--- src/dbsm_pkg.sv ---
// Constants and types for the dynamic bus sizing data multiplexer and cycle sequencer.
package dbsm_pkg;

  localparam logic [1:0] DBSM_SIZE_BYTE  = 2'h1;
  localparam logic [1:0] DBSM_SIZE_WORD  = 2'h2;
  localparam logic [1:0] DBSM_SIZE_THREE = 2'h3;
  localparam logic [1:0] DBSM_SIZE_LONG  = 2'h0;
  localparam int         DBSM_ADDR_W     = 32;
  localparam int         DBSM_DATA_W     = 32;

  typedef enum logic [2:0] {
    DBSM_IDLE = 3'h1,
    DBSM_BUSY = 3'h2,
    DBSM_DONE = 3'h4
  } dbsm_state_e;

  // Bytes still to move for a size code; long word is encoded as zero.
  function automatic logic [2:0] dbsm_count(input logic [1:0] size);
    dbsm_count = (size == DBSM_SIZE_LONG) ? 3'h4 : {1'b0, size};
  endfunction : dbsm_count

  // Bytes a port of the acknowledged width can take in this cycle.
  function automatic logic [2:0] dbsm_moved(input logic [1:0] size, input logic [1:0] offs,
                                            input logic ack_hi, input logic ack_lo);
    logic [2:0] room;
    logic [2:0] left;
    left = dbsm_count(size);
    if (ack_hi && ack_lo) begin
      room = 3'h4 - {1'b0, offs};
    end else if (ack_hi) begin
      room = offs[0] ? 3'h1 : 3'h2;
    end else begin
      room = 3'h1;
    end
    dbsm_moved = (room < left) ? room : left;
  endfunction : dbsm_moved

endpackage : dbsm_pkg

--- src/dbsm_write_mux.sv ---
// Write-data lane steering from size code and byte offset.
`timescale 1ns/10ps
module dbsm_write_mux
  import dbsm_pkg::*;
(
  input  wire logic [1:0]  size_in,
  input  wire logic [1:0]  offs_in,
  input  wire logic [31:0] opnd_in,
  output logic      [31:0] lanes_out
);
  logic [7:0] opnd_byte_msb;
  logic [7:0] opnd_byte_second;
  logic [7:0] opnd_byte_third;
  logic [7:0] opnd_byte_lsb;

  assign opnd_byte_msb    = opnd_in[31:24];
  assign opnd_byte_second = opnd_in[23:16];
  assign opnd_byte_third  = opnd_in[15:8];
  assign opnd_byte_lsb    = opnd_in[7:0];

  // Filler lanes repeat a real byte so that the bus is never left floating.
  always_comb begin
    unique case (size_in)
      DBSM_SIZE_BYTE: lanes_out = {4{opnd_byte_lsb}};
      DBSM_SIZE_WORD: begin
        if (offs_in[0]) begin
          lanes_out = {opnd_byte_third, opnd_byte_third, opnd_byte_lsb, opnd_byte_third};
        end else begin
          lanes_out = {opnd_byte_third, opnd_byte_lsb, opnd_byte_third, opnd_byte_lsb};
        end
      end
      DBSM_SIZE_THREE: begin
        unique case (offs_in)
          2'h0: lanes_out = {opnd_byte_second, opnd_byte_third, opnd_byte_lsb, opnd_byte_msb};
          2'h1: lanes_out = {opnd_byte_second, opnd_byte_second, opnd_byte_third, opnd_byte_lsb};
          2'h2: lanes_out = {opnd_byte_second, opnd_byte_third, opnd_byte_second, opnd_byte_third};
          2'h3: lanes_out = {opnd_byte_second, opnd_byte_second, opnd_byte_third, opnd_byte_second};
        endcase
      end
      DBSM_SIZE_LONG: begin
        unique case (offs_in)
          2'h0: lanes_out = {opnd_byte_msb, opnd_byte_second, opnd_byte_third, opnd_byte_lsb};
          2'h1: lanes_out = {opnd_byte_msb, opnd_byte_msb, opnd_byte_second, opnd_byte_third};
          2'h2: lanes_out = {opnd_byte_msb, opnd_byte_second, opnd_byte_msb, opnd_byte_second};
          2'h3: lanes_out = {opnd_byte_msb, opnd_byte_msb, opnd_byte_second, opnd_byte_msb};
        endcase
      end
    endcase
  end
endmodule : dbsm_write_mux

--- src/dbsm_sequencer.sv ---
// Dynamic bus sizing cycle sequencer with write steering and read gathering.
`timescale 1ns/10ps
module dbsm_sequencer
  import dbsm_pkg::*;
(
  input  wire logic        clk_sys_in,
  input  wire logic        srst_in,
  input  wire logic        clk_en_in,
  input  wire logic        req_in,
  input  wire logic        req_write_in,
  input  wire logic        req_fetch_in,
  input  wire logic [1:0]  req_size_in,
  input  wire logic [31:0] req_addr_in,
  input  wire logic [31:0] req_wdata_in,
  input  wire logic        port_ack_hi_in,
  input  wire logic        port_ack_lo_in,
  input  wire logic [31:0] bus_rdata_in,
  output logic             busy_out,
  output logic             cycle_out,
  output logic             write_out,
  output logic [31:0]      addr_out,
  output logic             xfer_size_msb_out,
  output logic             xfer_size_lsb_out,
  output logic [31:0]      bus_wdata_out,
  output logic             done_out,
  output logic [31:0]      rdata_out,
  output logic             addr_err_out
);
  dbsm_state_e state;
  logic [1:0]  size;
  logic [31:0] opnd;
  logic [31:0] next_lanes;
  logic [2:0]  moved;
  logic [2:0]  left;
  logic        acked;

  assign acked = port_ack_hi_in | port_ack_lo_in;  // Both negated means wait.
  assign left  = dbsm_count(size);
  assign moved = dbsm_moved(size, addr_out[1:0], port_ack_hi_in, port_ack_lo_in);

  dbsm_write_mux dbsm_write_mux_inst (
    .size_in   (size),
    .offs_in   (addr_out[1:0]),
    .opnd_in   (opnd),
    .lanes_out (next_lanes)
  );

  assign xfer_size_msb_out = size[1];
  assign xfer_size_lsb_out = size[0];

  // Sequencer: each acknowledge moves what the port could take, then re-issues the rest.
  always_ff @(posedge clk_sys_in) begin
    if (srst_in) begin
      state        <= DBSM_IDLE;
      busy_out     <= 1'b0;
      cycle_out    <= 1'b0;
      write_out    <= 1'b0;
      addr_out     <= '0;
      size         <= DBSM_SIZE_LONG;
      done_out     <= 1'b0;
      addr_err_out <= 1'b0;
    end else if (clk_en_in) begin
      done_out     <= 1'b0;
      addr_err_out <= 1'b0;
      unique case (state)
        DBSM_IDLE: begin
          if (req_in) begin
            if (req_fetch_in && req_addr_in[0]) begin
              addr_err_out <= 1'b1;  // Prefetch at odd address is refused.
            end else begin
              // Data operands of any alignment are accepted and split.
              state     <= DBSM_BUSY;
              busy_out  <= 1'b1;
              cycle_out <= 1'b1;
              write_out <= req_write_in;
              addr_out  <= req_addr_in;
              size      <= req_size_in;
            end
          end
        end
        DBSM_BUSY: begin
          if (acked) begin
            addr_out <= addr_out + {29'h0, moved};
            if (moved == left) begin
              state     <= DBSM_DONE;
              cycle_out <= 1'b0;
            end else begin
              size <= 2'(left - moved);
            end
          end
        end
        DBSM_DONE: begin
          state    <= DBSM_IDLE;
          busy_out <= 1'b0;
          done_out <= 1'b1;
        end
        default: begin
          state     <= DBSM_IDLE;
          busy_out  <= 1'b0;
          cycle_out <= 1'b0;
        end
      endcase
    end
  end

  // The operand is held right-justified; remaining bytes stay in the low part.
  always_ff @(posedge clk_sys_in) begin
    if (srst_in) begin
      opnd <= '0;
    end else if (clk_en_in && state == DBSM_IDLE && req_in) begin
      opnd <= req_wdata_in;
    end
  end

  // Lanes are registered, so they settle one cycle after a new size or offset; a slave must not acknowledge sooner.
  always_ff @(posedge clk_sys_in) begin
    if (srst_in) begin
      bus_wdata_out <= '0;
    end else if (clk_en_in) begin
      bus_wdata_out <= next_lanes;
    end
  end

  // Read gathering: the slave puts the first remaining byte on the offset lane of its port.
  logic [31:0] next_rdata;
  logic [31:0] rsh;
  always_comb begin
    // The first byte sits below the top lane by its offset within the port, so it is lifted to the top.
    rsh        = bus_rdata_in << {3'h0 , (port_ack_hi_in && port_ack_lo_in) ? addr_out[1:0] :
                                  (port_ack_hi_in ? {1'b0, addr_out[0]} : 2'h0), 3'h0};
    next_rdata = rdata_out;
    unique case (moved)
      3'h1: next_rdata = {rdata_out[23:0], rsh[31:24]};
      3'h2: next_rdata = {rdata_out[15:0], rsh[31:16]};
      3'h3: next_rdata = {rdata_out[7:0], rsh[31:8]};
      3'h4: next_rdata = rsh;
      default: next_rdata = rdata_out;
    endcase
  end

  always_ff @(posedge clk_sys_in) begin
    if (srst_in) begin
      rdata_out <= '0;
    end else if (clk_en_in) begin
      if (state == DBSM_IDLE && req_in) begin
        rdata_out <= '0;
      end else if (state == DBSM_BUSY && acked && !write_out) begin
        rdata_out <= next_rdata;
      end
    end
  end

  a_prefetch_odd_err: assert property (@(posedge clk_sys_in) disable iff (srst_in)
    clk_en_in && state == DBSM_IDLE && req_in && req_fetch_in && req_addr_in[0] |=> addr_err_out && !busy_out)
    else $error("Odd prefetch did not raise address error.");

  a_byte_lanes_copy: assert property (@(posedge clk_sys_in) disable iff (srst_in)
    clk_en_in && busy_out && size == DBSM_SIZE_BYTE |=> bus_wdata_out == {4{$past(opnd[7:0])}})
    else $error("Byte write lanes wrong.");

  a_long_aligned_lanes: assert property (@(posedge clk_sys_in) disable iff (srst_in)
    clk_en_in && busy_out && size == DBSM_SIZE_LONG && addr_out[1:0] == 2'h0 |=> bus_wdata_out == $past(opnd))
    else $error("Aligned long write lanes wrong.");

  a_word_port_second: assert property (@(posedge clk_sys_in) disable iff (srst_in)
    clk_en_in && state == DBSM_BUSY && size == DBSM_SIZE_LONG && addr_out[1:0] == 2'h0 &&
    port_ack_hi_in && !port_ack_lo_in
    |=> size == DBSM_SIZE_WORD && addr_out[1:0] == 2'h2 && cycle_out)
    else $error("Long to word port did not continue with word at offset two.");

  a_odd_long_three: assert property (@(posedge clk_sys_in) disable iff (srst_in)
    clk_en_in && state == DBSM_BUSY && size == DBSM_SIZE_LONG && addr_out[1:0] == 2'h3 &&
    port_ack_hi_in && port_ack_lo_in
    |=> size == DBSM_SIZE_THREE && addr_out[1:0] == 2'h0)
    else $error("Long at offset three did not continue as three bytes.");

  a_byte_port_step: assert property (@(posedge clk_sys_in) disable iff (srst_in)
    clk_en_in && state == DBSM_BUSY && size == DBSM_SIZE_WORD && !port_ack_hi_in && port_ack_lo_in
    |=> size == DBSM_SIZE_BYTE && addr_out == $past(addr_out) + 32'h1)
    else $error("Word to byte port did not step to one byte.");

  a_wait_holds: assert property (@(posedge clk_sys_in) disable iff (srst_in)
    state == DBSM_BUSY && !port_ack_hi_in && !port_ack_lo_in |=> $stable(addr_out) && $stable(size) && cycle_out)
    else $error("Cycle changed while waiting.");

  a_final_done: assert property (@(posedge clk_sys_in) disable iff (srst_in)
    clk_en_in && state == DBSM_BUSY && acked && moved == left ##1 clk_en_in |=> done_out && !busy_out)
    else $error("Finished operand did not signal done.");

  a_word_lanes_even: assert property (@(posedge clk_sys_in) disable iff (srst_in)
    clk_en_in && busy_out && size == DBSM_SIZE_WORD && !addr_out[0] |=> bus_wdata_out == {2{$past(opnd[15:0])}})
    else $error("Even word write lanes wrong.");

  a_word_lanes_odd: assert property (@(posedge clk_sys_in) disable iff (srst_in)
    clk_en_in && busy_out && size == DBSM_SIZE_WORD && addr_out[0]
    |=> bus_wdata_out == {$past(opnd[15:8]), $past(opnd[15:8]), $past(opnd[7:0]), $past(opnd[15:8])})
    else $error("Odd word write lanes wrong.");

  a_three_lanes_half: assert property (@(posedge clk_sys_in) disable iff (srst_in)
    clk_en_in && busy_out && size == DBSM_SIZE_THREE && addr_out[1:0] == 2'h2
    |=> bus_wdata_out == {2{$past(opnd[23:8])}})
    else $error("Three-byte write lanes at offset two wrong.");

  a_long_lanes_half: assert property (@(posedge clk_sys_in) disable iff (srst_in)
    clk_en_in && busy_out && size == DBSM_SIZE_LONG && addr_out[1:0] == 2'h2
    |=> bus_wdata_out == {2{$past(opnd[31:16])}})
    else $error("Long write lanes at offset two wrong.");

  a_odd_word_split: assert property (@(posedge clk_sys_in) disable iff (srst_in)
    clk_en_in && state == DBSM_BUSY && size == DBSM_SIZE_WORD && addr_out[0] && port_ack_hi_in && !port_ack_lo_in
    |=> size == DBSM_SIZE_BYTE && addr_out == $past(addr_out) + 32'h1 && cycle_out)
    else $error("Odd word to word port did not split into two bytes.");

  a_long_odd_word: assert property (@(posedge clk_sys_in) disable iff (srst_in)
    clk_en_in && state == DBSM_BUSY && size == DBSM_SIZE_LONG && addr_out[1:0] == 2'h1 &&
    port_ack_hi_in && !port_ack_lo_in
    |=> size == DBSM_SIZE_THREE && addr_out[1:0] == 2'h2 && cycle_out)
    else $error("Odd long to word port did not continue as three bytes.");

  a_data_accepted: assert property (@(posedge clk_sys_in) disable iff (srst_in)
    clk_en_in && state == DBSM_IDLE && req_in && !req_fetch_in |=> busy_out && cycle_out && !addr_err_out)
    else $error("Data operand was not accepted.");

  a_done_pulse: assert property (@(posedge clk_sys_in) disable iff (srst_in)
    clk_en_in && done_out |=> !done_out)
    else $error("Done stood longer than one cycle.");
endmodule : dbsm_sequencer

--- config.mk ---
export PLATFORM = sky130hd
export DESIGN_NAME = dbsm_sequencer
export DESIGN_NICKNAME = d
export VERILOG_FILES = /design/src/dbsm_pkg.sv /design/src/dbsm_write_mux.sv /design/src/dbsm_sequencer.sv
export SDC_FILE = /design/constraint.sdc
export NUM_CORES = 1
export LEC_CHECK = 0
export ABC_AREA = 0
export BUFFER_PORTS_ARGS = -buffer_cell sky130_fd_sc_hd__buf_2
export CORE_UTILIZATION = 50
export DETAILED_ROUTE_END_ITERATION = 7
export PLACE_DENSITY = 0.75
export SYNTH_ARGS = -nofsm -noshare
export SYNTH_HDL_FRONTEND = slang
export SYNTH_SLANG_ARGS = --single-unit
--- constraint.sdc ---
create_clock -name clk_sys_in -period 9.7 [get_ports clk_sys_in]
set_input_delay 0.97 -clock clk_sys_in [delete_from_list [all_inputs] [get_ports clk_sys_in]]
set_output_delay 0.97 -clock clk_sys_in [all_outputs]
set_load 0.1 [all_outputs]
* Yosys cells after proc, flatten, opt, wreduce, memory -nomap -nowiden
Cells that the tools add are included. Widths: inputs -> output; s select.
Storage, ports and cells: register bits after elaboration 138, input bits 106
Operators by class: add/subtract/negate cells 3, magnitude comparators 1, eq/ne operators 19, shifts and indexed selects 1, mux-type cells 38, bitwise operators 4, reduce and logical (&&, ||, !) cells 20
Operator list (count):
- $pmux 32 s4 | 4
- $mux 32 | 5
- $pmux 32 s2 | 1
- $add 32x3->32 | 1
- $shl 32x5->32 | 1
- $mux 24 | 1
- $mux 3 | 7
- $mux 2 | 7
- $reduce_and 6->1 | 2
- $ne 2x2->1 const B | 5
- $reduce_and 5->1 | 2
- $eq 3x2->1 const B | 3
- $mux 1 | 9
- $eq 2x2->1 const B | 4
- $reduce_and 4->1 | 2
- $logic_and 1x1->1 | 7
- $eq 3x1->1 const B | 2
- $eq 3x3->1 const B | 2
- $pmux 3 s2 | 1
- $reduce_bool 5->1 | 1
- $eq 2x1->1 const B | 2
- $logic_not 2->1 | 2
- $pmux 2 s2 | 1
- $reduce_bool 2->1 | 2
- other kinds (10) | 12

* Logic depth before layout (Yosys ltp)
word-level depth 9, mapped depth 20

* By module
A second synthesis with hierarchy kept.
Unflattened totals: cells, all modules 1181, area, all modules 9290.2 µm²
By module, submodules not included:
- dbsm_sequencer | instances 1, cells each 978, area each 7677.4 µm²
- dbsm_write_mux | instances 1, cells each 203, area each 1612.8 µm²

* Worst setup path after synthesis
No wires, ideal clock.
kind reg2reg, start register addr_out[0], end register addr_out[30], library setup time 0.133 ns, arrival 5.364 ns, required time 9.567 ns, setup slack 4.204 ns, stages on the path, launching flop included 20, buffers on the path 3, period minus slack after synthesis 5.496 ns, path through dfxtp_1 > buf_2 > inv_1 > buf_2 > ha_1 > nand2b_1 > and3_1 > ha_1 > o21ai_0 > and2_1 > o2bb2ai_1 > buf_2 > ha_1 > inv_1 > fa_1 > nand2b_1 > a2111oi_2 > nand4_1 > mux2i_1 > a31oi_1
Between the ends: word-level cells in the longest chain between the ends 8
RTL lines:
- start: declaration | RTL line dbsm_sequencer.sv:21 | output logic [31:0] addr_out,
- start signal: assignment | RTL line dbsm_sequencer.sv:76 | addr_out <= req_addr_in;
- start signal: assignment | RTL line dbsm_sequencer.sv:83 | addr_out <= addr_out + {29'h0, moved};
- parallel branches: the longest is 5 deep, another holds $sub 3x2->3
- $add 32x3->32 * | RTL line dbsm_sequencer.sv:83
- $mux 32 * | RTL line dbsm_sequencer.sv:82 | if (acked) begin
- $pmux 32 s2 * | RTL line dbsm_sequencer.sv:65 | unique case (state)
Every way passes the cells marked *. The select of a mux whose other input is x is not followed. A chain may end at the register's enable or synchronous reset.

* Worst setup path after layout
Same ends and word-level chain as after synthesis.

==> qor.yml <==
setup_slack_ns: 4.503
power_density_nw_per_um2: 196.5
grt_max_degree: 81
pre_cts_ws_ns: 4.562
outcome: "completed"
rrSetupSlack_ns: 4.50
cts_sinks: 138
fin_crit_sh: 0.5358
syn_inst: 1120
portBuffers: 208
grt_pass1_vias: 9018
grt_overflow_total: 0
mostFrequentLayoutCells: "buf_2, nand2_1, dfxtp_1, a21oi_1, nor2_1"
pin_count: 209
final_common_cell: "buf_2"
irDropWorstVdd_mv: 0.1290
cts.repair.resized: 0
endpoint_kind: "flip-flop"
synth_cell_types: 73
antenna_found_initial: 0
synth_edf_count: 0
cts_buffers: 17
synthesis.nets: 1240
layout.nets: 1371
ys_ff_latch: 138
drt_iter0_markers: 1275
critPathMaxFanout: 21
viasPerCell: 6.689
hold_path_class: "reg2reg"
worst-path-buf-inv: 2
setup_viol: 0
layout-area-overhead-vs-synth_pct: 17.71
slowest_delay_ns: 0.74
ctsLongestPathBuffers: 2
finalNonFillerCells: 1489
finalWirelength_mm: 29.49
grt_first_pass_wirelength_mm: 46.46
fin_hold_ws_ns: 0.4574
path_cells: "inv_1, ha_1, nand2b_1, and3_1, ha_1, o21ai_0, and2_1, o2bb2ai_1, ha_1, inv_1, fa_1, nand2b_1, a2111oi_2, nand4_1, mux2i_1, a31oi_1"
placed_cells: 1457
arrival_ns: 5.47
start_kind: "flip-flop"
cpLargestDelayFamily: "adder cells"
ant_nets: 0
crit_type: "reg2reg"
firstDrtPassIters: 7
ys_seq_area_frac: 0.3095
required_ns: 9.97
critPathSlowestCell: "dfxtp_1"
htreeDepth: 4
coreArea_um2: 17360
synth_ff_type: "dfxtp_1"
clk_pin_slew_worst_paths_ns: 0.06
rsz0062_at_grt: "no"
maxCapViolCount: 0
drt-wirelength-per-cell_um: 19.80
setup-tns-final_ns: 0
hold_buffers: 0
ys_warn_count: 0
relSlewSlack: 0.1802
grtUsageTotal: 0.3172
finClkSkew_ns: 0.009225
cts_setup_buffers: 0
final_layout_size_suffix_gt1_frac: 0.2326
synthesis.area_um2: 8925
dpl.hpwl_mm: 19.75
place_congestion: 0.9315
cts-root-buf: "clkbuf_16"
die_w_um: 135.6
vias: 9960
tightest_slew_ns: 1.226
p_leak_nw: 4.078
final_hold_viol_count: 0
clock.fmax_mhz: 192.4
die_area_um2: 18390
num_antenna_cells: 0
die_y_um: 135.6
rows: 48
cts_tree: "done"
start_util: 0.5142
final_max_slew_viol_count: 0
async_flop_share: 0
period_needed_ns: 5.197
clk_latency_ns: 0.43
avgSynthCellArea_um2: 7.969
crit_top_cell: "ha_1"
remaining_drc_errors: 0
fin_util: 0.6052
==> final cells by class <==
class                      instances  area, um2
fill                            1596       6852
multi-input combinational        852       5617
sequential                       138       2763
timing repair buffer             220       1134
clock buffer                      21      460.4
tap                              225      281.5
clock inverter                    11      167.7
inverter                          22      82.58
==> metrics by stage <==
step                      area (um2)  power [mW]
after floorplan                 8925       1.203
after global placement          9877       1.345
after detailed placement        9877       1.352
after CTS                      10510       2.055
after global routing           10510       2.147
final                          10510       2.065
==> worst register-to-register path, cell delays in order, from the launching register on <==
cell       delay, ns
dfxtp_1         0.74
inv_1           0.50
ha_1            0.44
nand2b_1        0.20
and3_1          0.25
ha_1            0.32
o21ai_0         0.27
and2_1          0.22
o2bb2ai_1       0.15
ha_1            0.20
inv_1           0.06
fa_1            0.39
nand2b_1        0.21
a2111oi_2       0.61
nand4_1         0.21
mux2i_1         0.20
a31oi_1         0.09
==> power by group <==
part,internal (mW),switching (mW)
clock,0.444,0.262
sequential,0.603,0.0487
combinational,0.189,0.518
==> synth_stat cells, drive strengths merged, types with 11 or more instances <==
cell / count / area share
a211oi: 38 / 0.032
a21oi: 80 / 0.046
a221oi: 44 / 0.043
a222oi: 16 / 0.018
a22o: 25 / 0.025
a22oi: 17 / 0.014
a311oi: 20 / 0.020
a31oi: 13 / 0.0091
and3: 15 / 0.011
buf: 36 / 0.023
clkbuf: 72 / 0.030
dfxtp: 138 / 0.31
ha: 13 / 0.018
inv: 19 / 0.0080
mux2: 13 / 0.016
mux2i: 11 / 0.012
mux4: 12 / 0.030
nand2: 178 / 0.075
nand2b: 11 / 0.0077
nand3: 18 / 0.010
nand4: 12 / 0.0084
nor2: 79 / 0.034
nor3: 30 / 0.018
o2111ai: 14 / 0.014
o21ai: 43 / 0.024
o2bb2ai: 32 / 0.031
o32ai: 11 / 0.011
==> path summary, 6_finish.rpt <==
path | from | endpoint | depth (start not counted)
worst max register to register | addr_out[0] | addr_out[30] | 16
worst max-delay path | addr_out[0] | addr_out[30] | 16
worst min-delay path | rdata_out[26] | rdata_out[26] | 1
worst min register to register | rdata_out[26] | rdata_out[26] | 1
==> kinds of logic (layout without fill, tap and decap cells) <==
| group | Yosys count | in the layout | synth area share |
|---|---|---|---|
| compound gates | 426 | 426 | 0.3576 |
| simple gates | 375 | 375 | 0.1900 |
| flops | 138 | 138 | 0.3095 |
| buf+inv | 130 | 274 | 0.06238 |
| mux | 36 | 36 | 0.05902 |
| fa+ha+maj | 14 | 14 | 0.02047 |
| xor+xnor | 1 | 1 | 0.0009815 |
==> metal layers <==
| metal | share of wire | vias to the layer above | track usage |
|---|---|---|---|
| met5 | 0 | - | 0 |
| met4 | 0.040 | 0 | 0.1692 |
| met3 | 0.084 | 93 | 0.05275 |
| met2 | 0.48 | 610 | 0.5071 |
| met1 | 0.40 | 4675 | 0.4072 |
| li1 | - | 4582 | - |
==> sequential cells by signal, summed over array words and instances (netlist names) <==
| register | cells |
|---|---|
| addr_err_out | 1 |
| addr_out | 32 |
| bus_wdata_out | 32 |
| busy_out | 1 |
| cycle_out | 1 |
| done_out | 1 |
| opnd | 32 |
| rdata_out | 32 |
| size | 2 |
| state | 3 |
| write_out | 1 |
Power figures use the tool's default switching activity.
